## config.mk

```make
export PLATFORM = sky130hd
export DESIGN_NAME = psel_slave
export DESIGN_NICKNAME = d
export VERILOG_FILES = /design/src/pkg/psel_pkg.sv /design/src/verilog/psel_sync.sv /design/src/verilog/psel_timer.sv /design/src/verilog/psel_slave.sv
export SDC_FILE = /design/constraint.sdc
export NUM_CORES = 1
export LEC_CHECK = 0
export ABC_CLOCK_PERIOD_IN_PS = 4800
export BUFFER_PORTS_ARGS = -buffer_cell sky130_fd_sc_hd__buf_4
export CAP_MARGIN = 20
export CORE_MARGIN = 2
export CORE_UTILIZATION = 27
export CTS_CLUSTER_SIZE = 28
export DETAILED_ROUTE_END_ITERATION = 8
export GPL_TIMING_DRIVEN = 0
export PLACE_DENSITY = 0.46
export RECOVER_POWER = 25
export SLEW_MARGIN = 30
export SYNTH_ARGS = -nofsm -noshare
export SYNTH_HDL_FRONTEND = slang
export SYNTH_SLANG_ARGS = --single-unit
```

## constraint.sdc

```tcl
create_clock -name I_REF_CLK -period 4.8 [get_ports I_REF_CLK]
set_input_delay 0.96 -clock I_REF_CLK [delete_from_list [all_inputs] [get_ports I_REF_CLK]]
set_output_delay 0.96 -clock I_REF_CLK [all_outputs]
set_load 0.1 [all_outputs]
```

## src/pkg/psel_pkg.sv

```systemverilog
// Shared constants and types for the potentiometer serial slave
package psel_pkg;

  // ****************************************************************
  // Register addresses and field layout
  // ****************************************************************
  localparam logic [7:0] POSITION_ADDR      = 8'h00;
  localparam logic [7:0] TARGET_SELECT_ADDR = 8'h02;
  localparam int         SEL_BIT            = 7;
  localparam int         BYTE_MSB           = 7;
  localparam int         POS_W              = 7;
  localparam logic [6:0] POS_MAX            = 7'h7f;
  localparam logic [6:0] POS_MIN            = 7'h00;
  localparam logic [6:0] POS_STEP           = 7'h01;
  localparam logic [6:0] STORED_RESET       = 7'h00;
  localparam logic       SEL_RESET          = 1'h1;

  // ****************************************************************
  // Slave address byte fields
  // ****************************************************************
  localparam int TYPE_W     = 5;
  localparam int TYPE_MSB   = 7;
  localparam int TYPE_LSB   = 3;
  localparam int PIN_HI_BIT = 2;
  localparam int PIN_LO_BIT = 1;
  localparam int RW_BIT     = 0;

  // ****************************************************************
  // Byte and bit counting
  // ****************************************************************
  localparam logic [3:0] BITS_PER_BYTE = 4'h8;
  localparam logic [3:0] BIT_LAST      = 4'h7;
  localparam logic [1:0] BYTE_SLAVE    = 2'h0;
  localparam logic [1:0] BYTE_REG      = 2'h1;
  localparam logic [1:0] BYTE_DATA     = 2'h2;

  // ****************************************************************
  // Timing
  // ****************************************************************
  localparam int TMR_W                = 16;
  localparam int REF_CLK_PERIOD_NS    = 100;
  localparam int NV_PROGRAM_TIME_NS   = 5_000_000;
  localparam int WIPER_SETTLE_TIME_NS = 5_000;
  localparam int NV_PROGRAM_CYC       = NV_PROGRAM_TIME_NS / REF_CLK_PERIOD_NS;
  localparam int WIPER_SETTLE_CYC     =
    (WIPER_SETTLE_TIME_NS + REF_CLK_PERIOD_NS - 1) / REF_CLK_PERIOD_NS;

  // ****************************************************************
  // Protocol states, Gray coded along the usual path
  // ****************************************************************
  typedef enum logic [2:0] {
    ST_IDLE = 3'h0,
    ST_RX   = 3'h1,
    ST_ACK  = 3'h3,
    ST_TX   = 3'h2,
    ST_MACK = 3'h6,
    ST_WAIT = 3'h7,
    ST_STEP = 3'h5
  } psel_state_t;

endpackage : psel_pkg

```

## src/verilog/psel_sync.sv

```systemverilog
// Two flip-flop synchroniser for asynchronous pin inputs
module psel_sync #(
  parameter int W = 1
) (
  // Clock and reset
  input  wire logic         i_clk,
  input  wire logic         i_rst,
  // Pins in, synchronised levels out
  input  wire logic [W-1:0] i_async,
  output logic      [W-1:0] o_sync
);

  logic [W-1:0] meta_r;
  logic [W-1:0] sync_r;

  // First stage feeds only the second stage
  always_ff @(posedge i_clk or posedge i_rst) begin
    if (i_rst) begin
      meta_r <= '0;
      sync_r <= '0;
    end else begin
      meta_r <= i_async;
      sync_r <= meta_r;
    end
  end

  assign o_sync = sync_r;

endmodule : psel_sync

```

## src/verilog/psel_timer.sv

```systemverilog
// One-shot down counter giving a busy level and a done pulse
module psel_timer
  import psel_pkg::*;
#(
  parameter int W = TMR_W
) (
  // Clock and reset
  input  wire logic         i_clk,
  input  wire logic         i_rst,
  // Start request with length in cycles, at least one
  input  wire logic         i_start,
  input  wire logic [W-1:0] i_count,
  // Status
  output logic              o_busy,
  output logic              o_done
);

  localparam logic [W-1:0] CNT_ONE = W'(1);

  logic [W-1:0] cnt_r;
  logic         busy_r;
  logic         done_r;

  // Start is ignored while running
  always_ff @(posedge i_clk or posedge i_rst) begin
    if (i_rst) begin
      cnt_r  <= '0;
      busy_r <= 1'b0;
      done_r <= 1'b0;
    end else begin
      done_r <= 1'b0;
      if (!busy_r && i_start) begin
        cnt_r  <= i_count;
        busy_r <= 1'b1;
      end else if (busy_r) begin
        cnt_r <= cnt_r - CNT_ONE;
        if (cnt_r == CNT_ONE) begin
          busy_r <= 1'b0;
          done_r <= 1'b1;
        end
      end
    end
  end

  assign o_busy = busy_r;
  assign o_done = done_r;

endmodule : psel_timer

```

## src/verilog/psel_slave.sv

```systemverilog
// Two-wire slave front end of a nonvolatile digital potentiometer
// ****************************************************************
// Overview of operation
// - Start is SDA falling, SCL high
// - Stop is SDA rising, SCL high
// - SDA change with SCL high is start/stop
// - Receiver pulls SDA low on ninth clock
// - Acknowledge own address and written bytes
// - Read: send byte, no acknowledge ends
// - Stop after a write to 00h with stored selected starts blind program cycle
// - Address unacknowledged while program cycle runs
// - Register 02h selects wiper or stored
// - Upper five address bits match type code
// - Two address bits match address pins
// - Low address bit: one read, zero write
// - Wiper output follows once settle window ends
// - Position keeps seven bits, MSB reads zero
// - Register 00h write updates wiper position
// - Step mode moves wiper, saturating
// - Reset loads wiper from stored position
// ****************************************************************
module psel_slave
  import psel_pkg::*;
#(
  parameter int                P_NV_PROG_CYC = NV_PROGRAM_CYC,
  parameter int                P_SETTLE_CYC  = WIPER_SETTLE_CYC,
  // Type codes below are arbitrary values
  parameter logic [TYPE_W-1:0] P_TYPE_CODE   = 5'h13,
  parameter logic [TYPE_W-1:0] P_STEP_CODE   = 5'h17
) (
  // Clock and reset
  input  wire logic             I_REF_CLK,
  input  wire logic             I_RST,
  // Two-wire bus
  input  wire logic             I_SCL,
  input  wire logic             I_SDA,
  output logic                  O_SDA_OUT,
  output logic                  O_SDA_OE_N,
  // Address select pins
  input  wire logic             I_ADDR_PIN_HI,
  input  wire logic             I_ADDR_PIN_LO,
  // Potentiometer side
  output logic      [POS_W-1:0] O_WIPER_POS,
  output logic                  O_NV_BUSY
);

  // ****************************************************************
  // Pin synchronisation and bus events
  // ****************************************************************
  logic [3:0] pin_s;
  logic       scl_d_r;
  logic       sda_d_r;
  wire        scl_s;
  wire        sda_s;
  wire        pin_hi_s;
  wire        pin_lo_s;

  psel_sync #(.W(4)) u_pin_sync (
    .i_clk   (I_REF_CLK),
    .i_rst   (I_RST),
    .i_async ({I_SCL, I_SDA, I_ADDR_PIN_HI, I_ADDR_PIN_LO}),
    .o_sync  (pin_s)
  );

  assign scl_s    = pin_s[3];
  assign sda_s    = pin_s[2];
  assign pin_hi_s = pin_s[1];
  assign pin_lo_s = pin_s[0];

  always_ff @(posedge I_REF_CLK or posedge I_RST) begin
    if (I_RST) begin
      scl_d_r <= 1'b1;
      sda_d_r <= 1'b1;
    end else begin
      scl_d_r <= scl_s;
      sda_d_r <= sda_s;
    end
  end

  wire scl_rise = scl_s & ~scl_d_r;
  wire scl_fall = ~scl_s & scl_d_r;
  wire start_ev = scl_s & scl_d_r & sda_d_r & ~sda_s;
  wire stop_ev  = scl_s & scl_d_r & ~sda_d_r & sda_s;

  // ****************************************************************
  // State and decode
  // ****************************************************************
  psel_state_t      state_r;
  psel_state_t      state_nxt;
  logic [3:0]       bit_cnt_r;
  logic [3:0]       bit_cnt_nxt;
  logic [1:0]       byte_idx_r;
  logic [1:0]       byte_idx_nxt;
  logic [7:0]       shift_r;
  logic [7:0]       tx_shift_r;
  logic [7:0]       reg_addr_r;
  logic             rd_mode_r;
  logic             inc_mode_r;
  logic             sel_wiper_r;
  logic [POS_W-1:0] wiper_reg_r;
  logic [POS_W-1:0] stored_reg_r;
  logic [POS_W-1:0] nv_data_r;
  logic [POS_W-1:0] wiper_out_r;
  logic             nv_pend_r;
  logic             load_pend_r;
  logic             oe_n_r;
  logic             sda_out_r;
  logic             nv_busy;
  logic             settle_busy;
  logic             settle_done;

  wire rx_done   = (state_r == ST_RX) && scl_fall && (bit_cnt_r == BITS_PER_BYTE);
  wire type_hit  = shift_r[TYPE_MSB:TYPE_LSB] == P_TYPE_CODE;
  wire step_hit  = (shift_r[TYPE_MSB:TYPE_LSB] == P_STEP_CODE) && !shift_r[RW_BIT];
  wire pin_hit   = (shift_r[PIN_HI_BIT] == pin_hi_s) &&
                   (shift_r[PIN_LO_BIT] == pin_lo_s);
  wire addr_hit  = pin_hit && (type_hit || step_hit);
  wire rx_ack    = rx_done && ((byte_idx_r != BYTE_SLAVE) || addr_hit);
  wire slave_rx  = rx_done && (byte_idx_r == BYTE_SLAVE);
  wire reg_wr    = rx_done && (byte_idx_r == BYTE_REG) && !rd_mode_r;
  wire data_wr   = rx_done && (byte_idx_r == BYTE_DATA) && !rd_mode_r;
  wire tsel_wr   = data_wr && (reg_addr_r == TARGET_SELECT_ADDR);
  wire pos_wr    = data_wr && (reg_addr_r == POSITION_ADDR);
  wire step_ev   = (state_r == ST_STEP) && scl_rise;
  wire nv_start  = stop_ev && nv_pend_r && !nv_busy;
  wire tx_load   = scl_fall && (((state_r == ST_ACK) && rd_mode_r) || (state_r == ST_MACK));
  wire tx_shift  = scl_fall && (state_r == ST_TX) && (bit_cnt_r != BIT_LAST);
  wire [7:0] rd_data = {1'b0, sel_wiper_r ? wiper_reg_r : stored_reg_r};
  wire [7:0] tx_shift_nxt = tx_load  ? rd_data :
                            tx_shift ? {tx_shift_r[6:0], 1'b0} : tx_shift_r;
  wire [POS_W-1:0] step_val = sda_s ?
    ((wiper_reg_r == POS_MAX) ? wiper_reg_r : wiper_reg_r + POS_STEP) :
    ((wiper_reg_r == POS_MIN) ? wiper_reg_r : wiper_reg_r - POS_STEP);
  wire settle_go = (wiper_reg_r != wiper_out_r) && !settle_busy && !settle_done;

  // ****************************************************************
  // Protocol sequencing
  // ****************************************************************
  always_comb begin
    state_nxt    = state_r;
    bit_cnt_nxt  = bit_cnt_r;
    byte_idx_nxt = byte_idx_r;
    if (nv_busy) begin
      state_nxt = ST_IDLE;
    end else if (start_ev) begin
      state_nxt    = ST_RX;
      bit_cnt_nxt  = '0;
      byte_idx_nxt = BYTE_SLAVE;
    end else if (stop_ev) begin
      state_nxt = ST_IDLE;
    end else begin
      unique case (state_r)
        ST_IDLE, ST_WAIT, ST_STEP: begin
          state_nxt = state_r;
        end
        ST_RX: begin
          if (scl_rise) begin
            bit_cnt_nxt = bit_cnt_r + 4'h1;
          end else if (rx_done) begin
            state_nxt = rx_ack ? ST_ACK : ST_WAIT;
          end
        end
        ST_ACK: begin
          if (scl_fall) begin
            bit_cnt_nxt  = '0;
            byte_idx_nxt = (byte_idx_r == BYTE_DATA) ? BYTE_DATA : byte_idx_r + 2'h1;
            if (rd_mode_r) begin
              state_nxt = ST_TX;
            end else if (inc_mode_r && (byte_idx_r == BYTE_REG)) begin
              state_nxt = ST_STEP;
            end else begin
              state_nxt = ST_RX;
            end
          end
        end
        ST_TX: begin
          if (scl_fall) begin
            if (bit_cnt_r == BIT_LAST) begin
              state_nxt = ST_MACK;
            end else begin
              bit_cnt_nxt = bit_cnt_r + 4'h1;
            end
          end
        end
        ST_MACK: begin
          if (scl_rise && sda_s) begin
            state_nxt = ST_WAIT;
          end else if (scl_fall) begin
            state_nxt   = ST_TX;
            bit_cnt_nxt = '0;
          end
        end
        default: begin
          state_nxt = ST_IDLE;
        end
      endcase
    end
  end

  // Open drain: pull low for acknowledge or a zero data bit
  wire drive_nxt = (state_nxt == ST_ACK) ||
                   ((state_nxt == ST_TX) && !tx_shift_nxt[BYTE_MSB]);

  always_ff @(posedge I_REF_CLK or posedge I_RST) begin
    if (I_RST) begin
      state_r    <= ST_IDLE;
      bit_cnt_r  <= '0;
      byte_idx_r <= BYTE_SLAVE;
      oe_n_r     <= 1'b1;
      sda_out_r  <= 1'b0;
      tx_shift_r <= '0;
    end else begin
      state_r    <= state_nxt;
      bit_cnt_r  <= bit_cnt_nxt;
      byte_idx_r <= byte_idx_nxt;
      oe_n_r     <= ~drive_nxt;
      sda_out_r  <= 1'b0;
      tx_shift_r <= tx_shift_nxt;
    end
  end

  // ****************************************************************
  // Received bytes and command decode
  // ****************************************************************
  always_ff @(posedge I_REF_CLK or posedge I_RST) begin
    if (I_RST) begin
      shift_r    <= '0;
      rd_mode_r  <= 1'b0;
      inc_mode_r <= 1'b0;
      reg_addr_r <= POSITION_ADDR;
    end else begin
      if ((state_r == ST_RX) && scl_rise) begin
        shift_r <= {shift_r[6:0], sda_s};
      end
      if (slave_rx) begin
        rd_mode_r  <= shift_r[RW_BIT] && type_hit;
        inc_mode_r <= step_hit;
      end
      if (reg_wr) begin
        reg_addr_r <= shift_r;
      end
    end
  end

  // ****************************************************************
  // Target select, wiper and stored position
  // ****************************************************************
  // Select register is write only; a read returns the chosen position
  always_ff @(posedge I_REF_CLK or posedge I_RST) begin
    if (I_RST) begin
      sel_wiper_r <= SEL_RESET;
    end else if (tsel_wr) begin
      sel_wiper_r <= shift_r[SEL_BIT];
    end
  end

  always_ff @(posedge I_REF_CLK or posedge I_RST) begin
    if (I_RST) begin
      load_pend_r <= 1'b1;
      wiper_reg_r <= STORED_RESET;
    end else begin
      load_pend_r <= 1'b0;
      if (load_pend_r) begin
        wiper_reg_r <= stored_reg_r;
      end else if (pos_wr) begin
        wiper_reg_r <= shift_r[POS_W-1:0];
      end else if (step_ev) begin
        wiper_reg_r <= step_val;
      end
    end
  end

  // Stored value is committed only by the stop that ends the write
  always_ff @(posedge I_REF_CLK or posedge I_RST) begin
    if (I_RST) begin
      nv_pend_r    <= 1'b0;
      nv_data_r    <= STORED_RESET;
      stored_reg_r <= STORED_RESET;
    end else begin
      if (pos_wr && !sel_wiper_r) begin
        nv_pend_r <= 1'b1;
        nv_data_r <= shift_r[POS_W-1:0];
      end else if (start_ev || nv_start) begin
        nv_pend_r <= 1'b0;
      end
      if (nv_start) begin
        stored_reg_r <= nv_data_r;
      end
    end
  end

  psel_timer #(.W(TMR_W)) u_nv_timer (
    .i_clk   (I_REF_CLK),
    .i_rst   (I_RST),
    .i_start (nv_start),
    .i_count (TMR_W'(P_NV_PROG_CYC)),
    .o_busy  (nv_busy),
    .o_done  ()
  );

  // Output follows after a settle delay; steps made during a window are taken at its end
  psel_timer #(.W(TMR_W)) u_settle_timer (
    .i_clk   (I_REF_CLK),
    .i_rst   (I_RST),
    .i_start (settle_go),
    .i_count (TMR_W'(P_SETTLE_CYC)),
    .o_busy  (settle_busy),
    .o_done  (settle_done)
  );

  always_ff @(posedge I_REF_CLK or posedge I_RST) begin
    if (I_RST) begin
      wiper_out_r <= STORED_RESET;
    end else if (settle_done) begin
      wiper_out_r <= wiper_reg_r;
    end
  end

  assign O_SDA_OUT   = sda_out_r;
  assign O_SDA_OE_N  = oe_n_r;
  assign O_WIPER_POS = wiper_out_r;
  assign O_NV_BUSY   = nv_busy;
endmodule : psel_slave

```

# ---- Word level (Yosys, flattened, before mapping)
# Cells that the tools add are included.
dict set report op_classes {
  n_mul 0
  bitwise_logic 13
  n_shift 0
  magnitude_cmp 0
  n_eq_ne 29
  n_addsub 6
  reduce_logical 59
  n_mux 51
  n_div 0
}
# cell count
set ops {}
lappend ops {{two-way mux 16 bit} 4}
lappend ops {{two-way mux 7 bit} 7}
lappend ops {{two-way mux 3 bit} 13}
lappend ops {{equality test 16 x 1 -> 1 bit (second input constant)} 2}
lappend ops {{subtractor 16 x 1 -> 16 bit (second input constant)} 2}
lappend ops {{logical AND 1 bit} 30}
lappend ops {{two-way mux 4 bit} 7}
lappend ops {{two-way mux 8 bit} 2}
lappend ops {{one-hot mux 4 bit (4 select lines)} 1}
lappend ops {{one-hot mux 3 bit (5 select lines)} 1}
lappend ops {{nonzero test 2 bit} 7}
lappend ops {{equality test 3 x 2 -> 1 bit (second input constant)} 4}
lappend ops {{!= test 3 bit (second input constant)} 4}
lappend ops {{two-way mux 1 bit} 11}
lappend ops {{equality test 5 bit (second input constant)} 2}
lappend ops {{two-way mux 2 bit} 5}
lappend ops {{equality test 3 bit (second input constant)} 3}
lappend ops {{equality test 8 x 2 -> 1 bit (second input constant)} 1}
lappend ops {{logical NOT 8 bit} 1}
lappend ops {{!= test 4 x 3 -> 1 bit (second input constant)} 2}
lappend ops {{adder 7 x 1 -> 7 bit (second input constant)} 1}
lappend ops {{bitwise AND 1 bit} 7}
lappend ops {{equality test 7 bit (second input constant)} 1}
lappend ops {{logical NOT 1 bit} 7}
lappend ops {{other kinds (23)} 33}
dict set report totals {
  latchBits 0
  rom_bits 0
  output_inout_bits 10
  regBits 112
  mem_count 0
  ramBits 0
  input_bits 6
}

# ---- Logic depth before layout (Yosys ltp)
dict set report logic_depth {
  ltp_word 17
  ltp_mapped 8
  depth_no_buf 7
}

# ---- By module
# From an unflattened synthesis, not the netlist that was laid out.
dict set report hier_totals {
  cells_unflattened 569
  hier_area_um2 6103.4
}
# mod seq_area_each_um2 cells_each area_per_inst_um2 n_inst
set modules_own_cells {}
lappend modules_own_cells {psel_slave 1732.9 336 3783.6 1}
lappend modules_own_cells {{psel_timer (u_nv_timer)} 450.4 113 1066.0 1}
lappend modules_own_cells {{psel_timer (u_settle_timer)} 450.4 111 1049.8 1}
lappend modules_own_cells {psel_sync 200.2 9 203.9 1}

# ---- Worst setup path after synthesis
# Ideal clock, no wire load.
dict set report synth_path {
  path_kind {register to register}
  from {register u_pin_sync.sync_r[2], in the netlist u_pin_sync.o_sync[2]}
  to {register wiper_reg_r[6]}
  t_arrival_ns 2.266
  stages_incl_launch_ff 9
  path_buffers 1
  slack_ns 2.400
  required_ns 4.667
  setup_time_ns 0.133
  cell_sequence {dfrtp_1 > clkbuf_1 > inv_1 > ha_1 > a211oi_1 > or4b_2 > nand3_1 > mux2i_1 > o211ai_1}
}
dict set report synth_via {
  elab_chain_cells 4
  elab_cells_between_ends 7
}
# element line_no
set synth_lines {}
lappend synth_lines {{start, declared} psel_sync.sv:14} ;# logic [W-1:0] sync_r;
lappend synth_lines {{start signal, assigned} psel_sync.sv:23} ;# sync_r <= meta_r;
lappend synth_lines {{two-way mux 7 bit} psel_slave.sv:131} ;# wire [POS_W-1:0] step_val = sda_s ?
lappend synth_lines {{two-way mux 7 bit} psel_slave.sv:267} ;# end else if (step_ev) begin
lappend synth_lines {{two-way mux 7 bit} psel_slave.sv:265} ;# end else if (pos_wr) begin
lappend synth_lines {{two-way mux 7 bit} psel_slave.sv:263} ;# if (load_pend_r) begin
lappend synth_lines {{end signal, assigned} psel_slave.sv:264} ;# wiper_reg_r <= stored_reg_r;
lappend synth_lines {{end signal, assigned} psel_slave.sv:266} ;# wiper_reg_r <= shift_r[POS_W-1:0];
lappend synth_lines {{end signal, assigned} psel_slave.sv:268} ;# wiper_reg_r <= step_val;
lappend synth_lines {{end, declared} psel_slave.sv:100} ;# logic [POS_W-1:0] wiper_reg_r;
# Several ways; a longest one is shown, not always the timed one. The select of a mux whose other input is x is not followed.
# A chain may end at the register's enable or synchronous reset.

# ---- Final worst setup path
# Ends and elaborated chain as after synthesis.

==> results.json <==
{
  "nFillCells": 2069,
  "tns_ps": 0,
  "dieArea_mm2": 0.0217,
  "yosysMostFrequentCell": "dfrtp_1",
  "slew_headroom": 0.0225,
  "final-setup-viol-count": 0,
  "yosysWarningCount": 0,
  "ys_seq_area_frac": 0.506,
  "nets": 564,
  "r2r_slack_ps": 1770,
  "grt_overflow": 0,
  "start_util": 0.275,
  "cts_buffer_depth": 2,
  "pwr_density_cell_mw_per_mm2": 427,
  "crit_buf_inv": 2,
  "ios": 16,
  "drt-wirelength-per-cell_um": 15.4,
  "track_usage": 0.123,
  "finalHoldViolCount": 0,
  "cts.sinks": 112,
  "routed_via_density": 4.91,
  "synth_seq_cells": 112,
  "grt_max_degree": 84,
  "final_cells": 818,
  "cp-start-kind": "flip-flop",
  "multi_input_area_mm2": 0.00262,
  "path_depth": 8,
  "end_kind": "flip-flop",
  "postCtsHoldBufs": 0,
  "hold_class": "flip-flop to flip-flop",
  "die_w_um": 147,
  "worstPathRequired_ps": 5020,
  "synthCells": 516,
  "postRouteAntennaNets": 0,
  "status": "finished with violations",
  "arrival_ps": 3250,
  "dr.first_iter.drc_count": 227,
  "rsz0062_at_grt": "false",
  "yosys-top-cells-area": "dfrtp_1 48%, mux2_2 5.9%, nand2_1 3.9%",
  "cts_resized": 0,
  "slowest_stage": "or4b_2",
  "synth_area_per_cell_um2": 10.8,
  "grt_first_pass_wirelength_um": 21200,
  "dr.pass1.iters": 6,
  "ys.flop_type": "dfrtp_1",
  "core_mm2": 0.0202,
  "worst-path-max-fanout": 10,
  "cts_made_buffers": 9,
  "max_freq_ghz": 0.330,
  "rr_worst_depth": 8,
  "diodes": 0,
  "power.leakage_nw": 2.81,
  "antenna_found_initial": 0,
  "drv_cap": 1,
  "cts_tree": "built",
  "path_clk_slew_ps": 80,
  "placementRows": 52,
  "vias": 4020,
  "yosysUniqueCellTypes": 66,
  "cts_root_buffer": "clkbuf_16",
  "post-route-drc-count": 0,
  "path_cells": "clkbuf_1 -> inv_1 -> ha_1 -> a211oi_1 -> or4b_2 -> nand3_1 -> mux2i_1 -> o211ai_1",
  "post-cts-setup-buffers": 0,
  "place_inst": 802,
  "port_buffers": 14,
  "violations": "max-capacitance violations",
  "fin_crit_ps": 3030,
  "cp_top_family": "simple AND/OR/NAND/NOR gates",
  "detailed_place_hpwl_um": 8960,
  "post-route-util": 0.314,
  "worst_pin_slew_ps": 1460,
  "holdWs_ps": 350,
  "synth_area_mm2": 0.00556,
  "finClkSkew_ps": 6.96,
  "area_growth_pct": 14.3,
  "clk_latency_ps": 360,
  "yosysTopAreaCell": "dfrtp_1",
  "fp.dieH_um": 147,
  "slowest_delay_ps": 640,
  "ff_latch_area_mm2": 0.00281,
  "synth-edff-count": 0,
  "ctsHtreeMaxLevel": 3,
  "finalCritPeriodShare": 0.631,
  "report.final.slew_viol_count": 0,
  "async_flop_share": 1.00,
  "crit_type": "flip-flop to flip-flop",
  "vdd_drop_max_uv": 190,
  "drive_gt1_frac": 0.150,
  "finalWirelength_um": 12600,
  "gp_congestion": 0.763,
  "holdPathStages": 0,
  "grt_pass1_vias": 4101,
  "synth_commonest_cells": "107 x dfrtp_1, 58 x nand2_1, 29 x mux2_2",
  "synth.top_cell.area_share": 0.482
}
stage by stage:
stage               worst slack, ps  power, mW  cell area (um^2)
detailed placement             1770       1.96              6040
finish                         1770       2.71              6350
CTS                            1740       2.75              6350
global placement               -516       1.93              6000
global route                   1550       2.89              6350
floorplan                       889       1.76              5560
final timing paths:
kind,start,to
min,u_pin_sync.meta_r[1],u_pin_sync.o_sync[1]
max reg2reg,u_pin_sync.o_sync[2],wiper_reg_r[6]
min in group asynchronous,I_RST,u_nv_timer.cnt_r[15]
max in group asynchronous,I_RST,load_pend_r
min reg2reg,u_pin_sync.meta_r[1],u_pin_sync.o_sync[1]
max,u_pin_sync.o_sync[2],wiper_reg_r[6]
kinds of logic after synthesis:
kind of cell | count (synthesis) | share of synthesized area
AND/OR/NAND/NOR | 187 | 0.184
flip-flops | 112 | 0.506
AO/OA/AOI/OAI | 96 | 0.123
multiplexers | 46 | 0.0894
buffers and inverters | 36 | 0.0252
XOR/XNOR | 23 | 0.0363
adder cells (fa/ha/maj) | 15 | 0.0351
other | 1 | 0.000675
layout make-up:
type / count / area share
Clock buffer: 9 / 0.0355
Sequential cell: 112 / 0.443
Multi-Input combinational cell: 369 / 0.413
Inverter: 19 / 0.0114
Clock inverter: 7 / 0.0122
Tap cell: 270 / 0.0532
Buffer: 17 / 0.0108
Timing Repair Buffer: 15 / 0.0209
placed cells by master (no fill, tap or decap), drive strengths merged, types with 4 or more instances in the layout:
cell type / synthesis / final
o41ai: 7 / 7
a211o: 4 / 4
a21oi: 9 / 9
nand2: 58 / 58
nor4b: 4 / 4
xor2: 10 / 10
a221o: 6 / 6
dfrtp: 107 / 107
ha: 14 / 14
mux2i: 17 / 17
clkbuf: 13 / 27
a211oi: 5 / 5
nor3: 9 / 9
inv: 19 / 20
o21ai: 23 / 23
nor4: 13 / 13
and2: 8 / 8
dfstp: 5 / 5
nand4: 5 / 5
a31oi: 6 / 6
o31ai: 5 / 5
buf: 4 / 14
o211ai: 9 / 9
xnor2: 13 / 13
nand3: 15 / 15
mux2: 29 / 29
clkinvlp: 0 / 5
nand3b: 4 / 4
and4b: 5 / 5
or4: 5 / 5
or3: 5 / 5
nor2b: 6 / 6
o311ai: 4 / 4
nor2: 27 / 27
nand2b: 5 / 5
worst register-to-register path: cells and delay by family, from the launching register on:
kind / cells / cell delay, ps
AND/OR/NAND/NOR: 2 / 790
buffers and inverters: 2 / 730
adder cells (fa/ha/maj): 1 / 460
flip-flops: 1 / 440
AO/OA/AOI/OAI: 2 / 260
multiplexers: 1 / 210
power breakdown:
group / switching (mW) / internal [mW] / total [mW]
sequential: 0.174 / 1.09 / 1.26
combinational: 0.397 / 0.273 / 0.670
clock: 0.367 / 0.409 / 0.776
total: 0.938 / 1.77 / 2.71
sequential cells by signal, summed over array words and instances, names as in the netlist, 2 cells and up:
signal and flops:
tx_shift_r 8, stored_reg_r 7, u_nv_timer.cnt_r 16, u_pin_sync.o_sync 4, nv_data_r 7, O_WIPER_POS 7, u_settle_timer.cnt_r 16, state_r 3
reg_addr_r 8, bit_cnt_r 4, byte_idx_r 2, shift_r 8, u_pin_sync.meta_r 4, wiper_reg_r 7
per-layer routing:
layer  track usage  vias up  share of wire
li1              -     1938              -
met1         0.165     2008           0.49
met2         0.194       55           0.46
met3        0.0327       19          0.031
met4        0.0370        0          0.017
met5             0        -              0
Note: power is estimated with default switching activity, not from simulation.
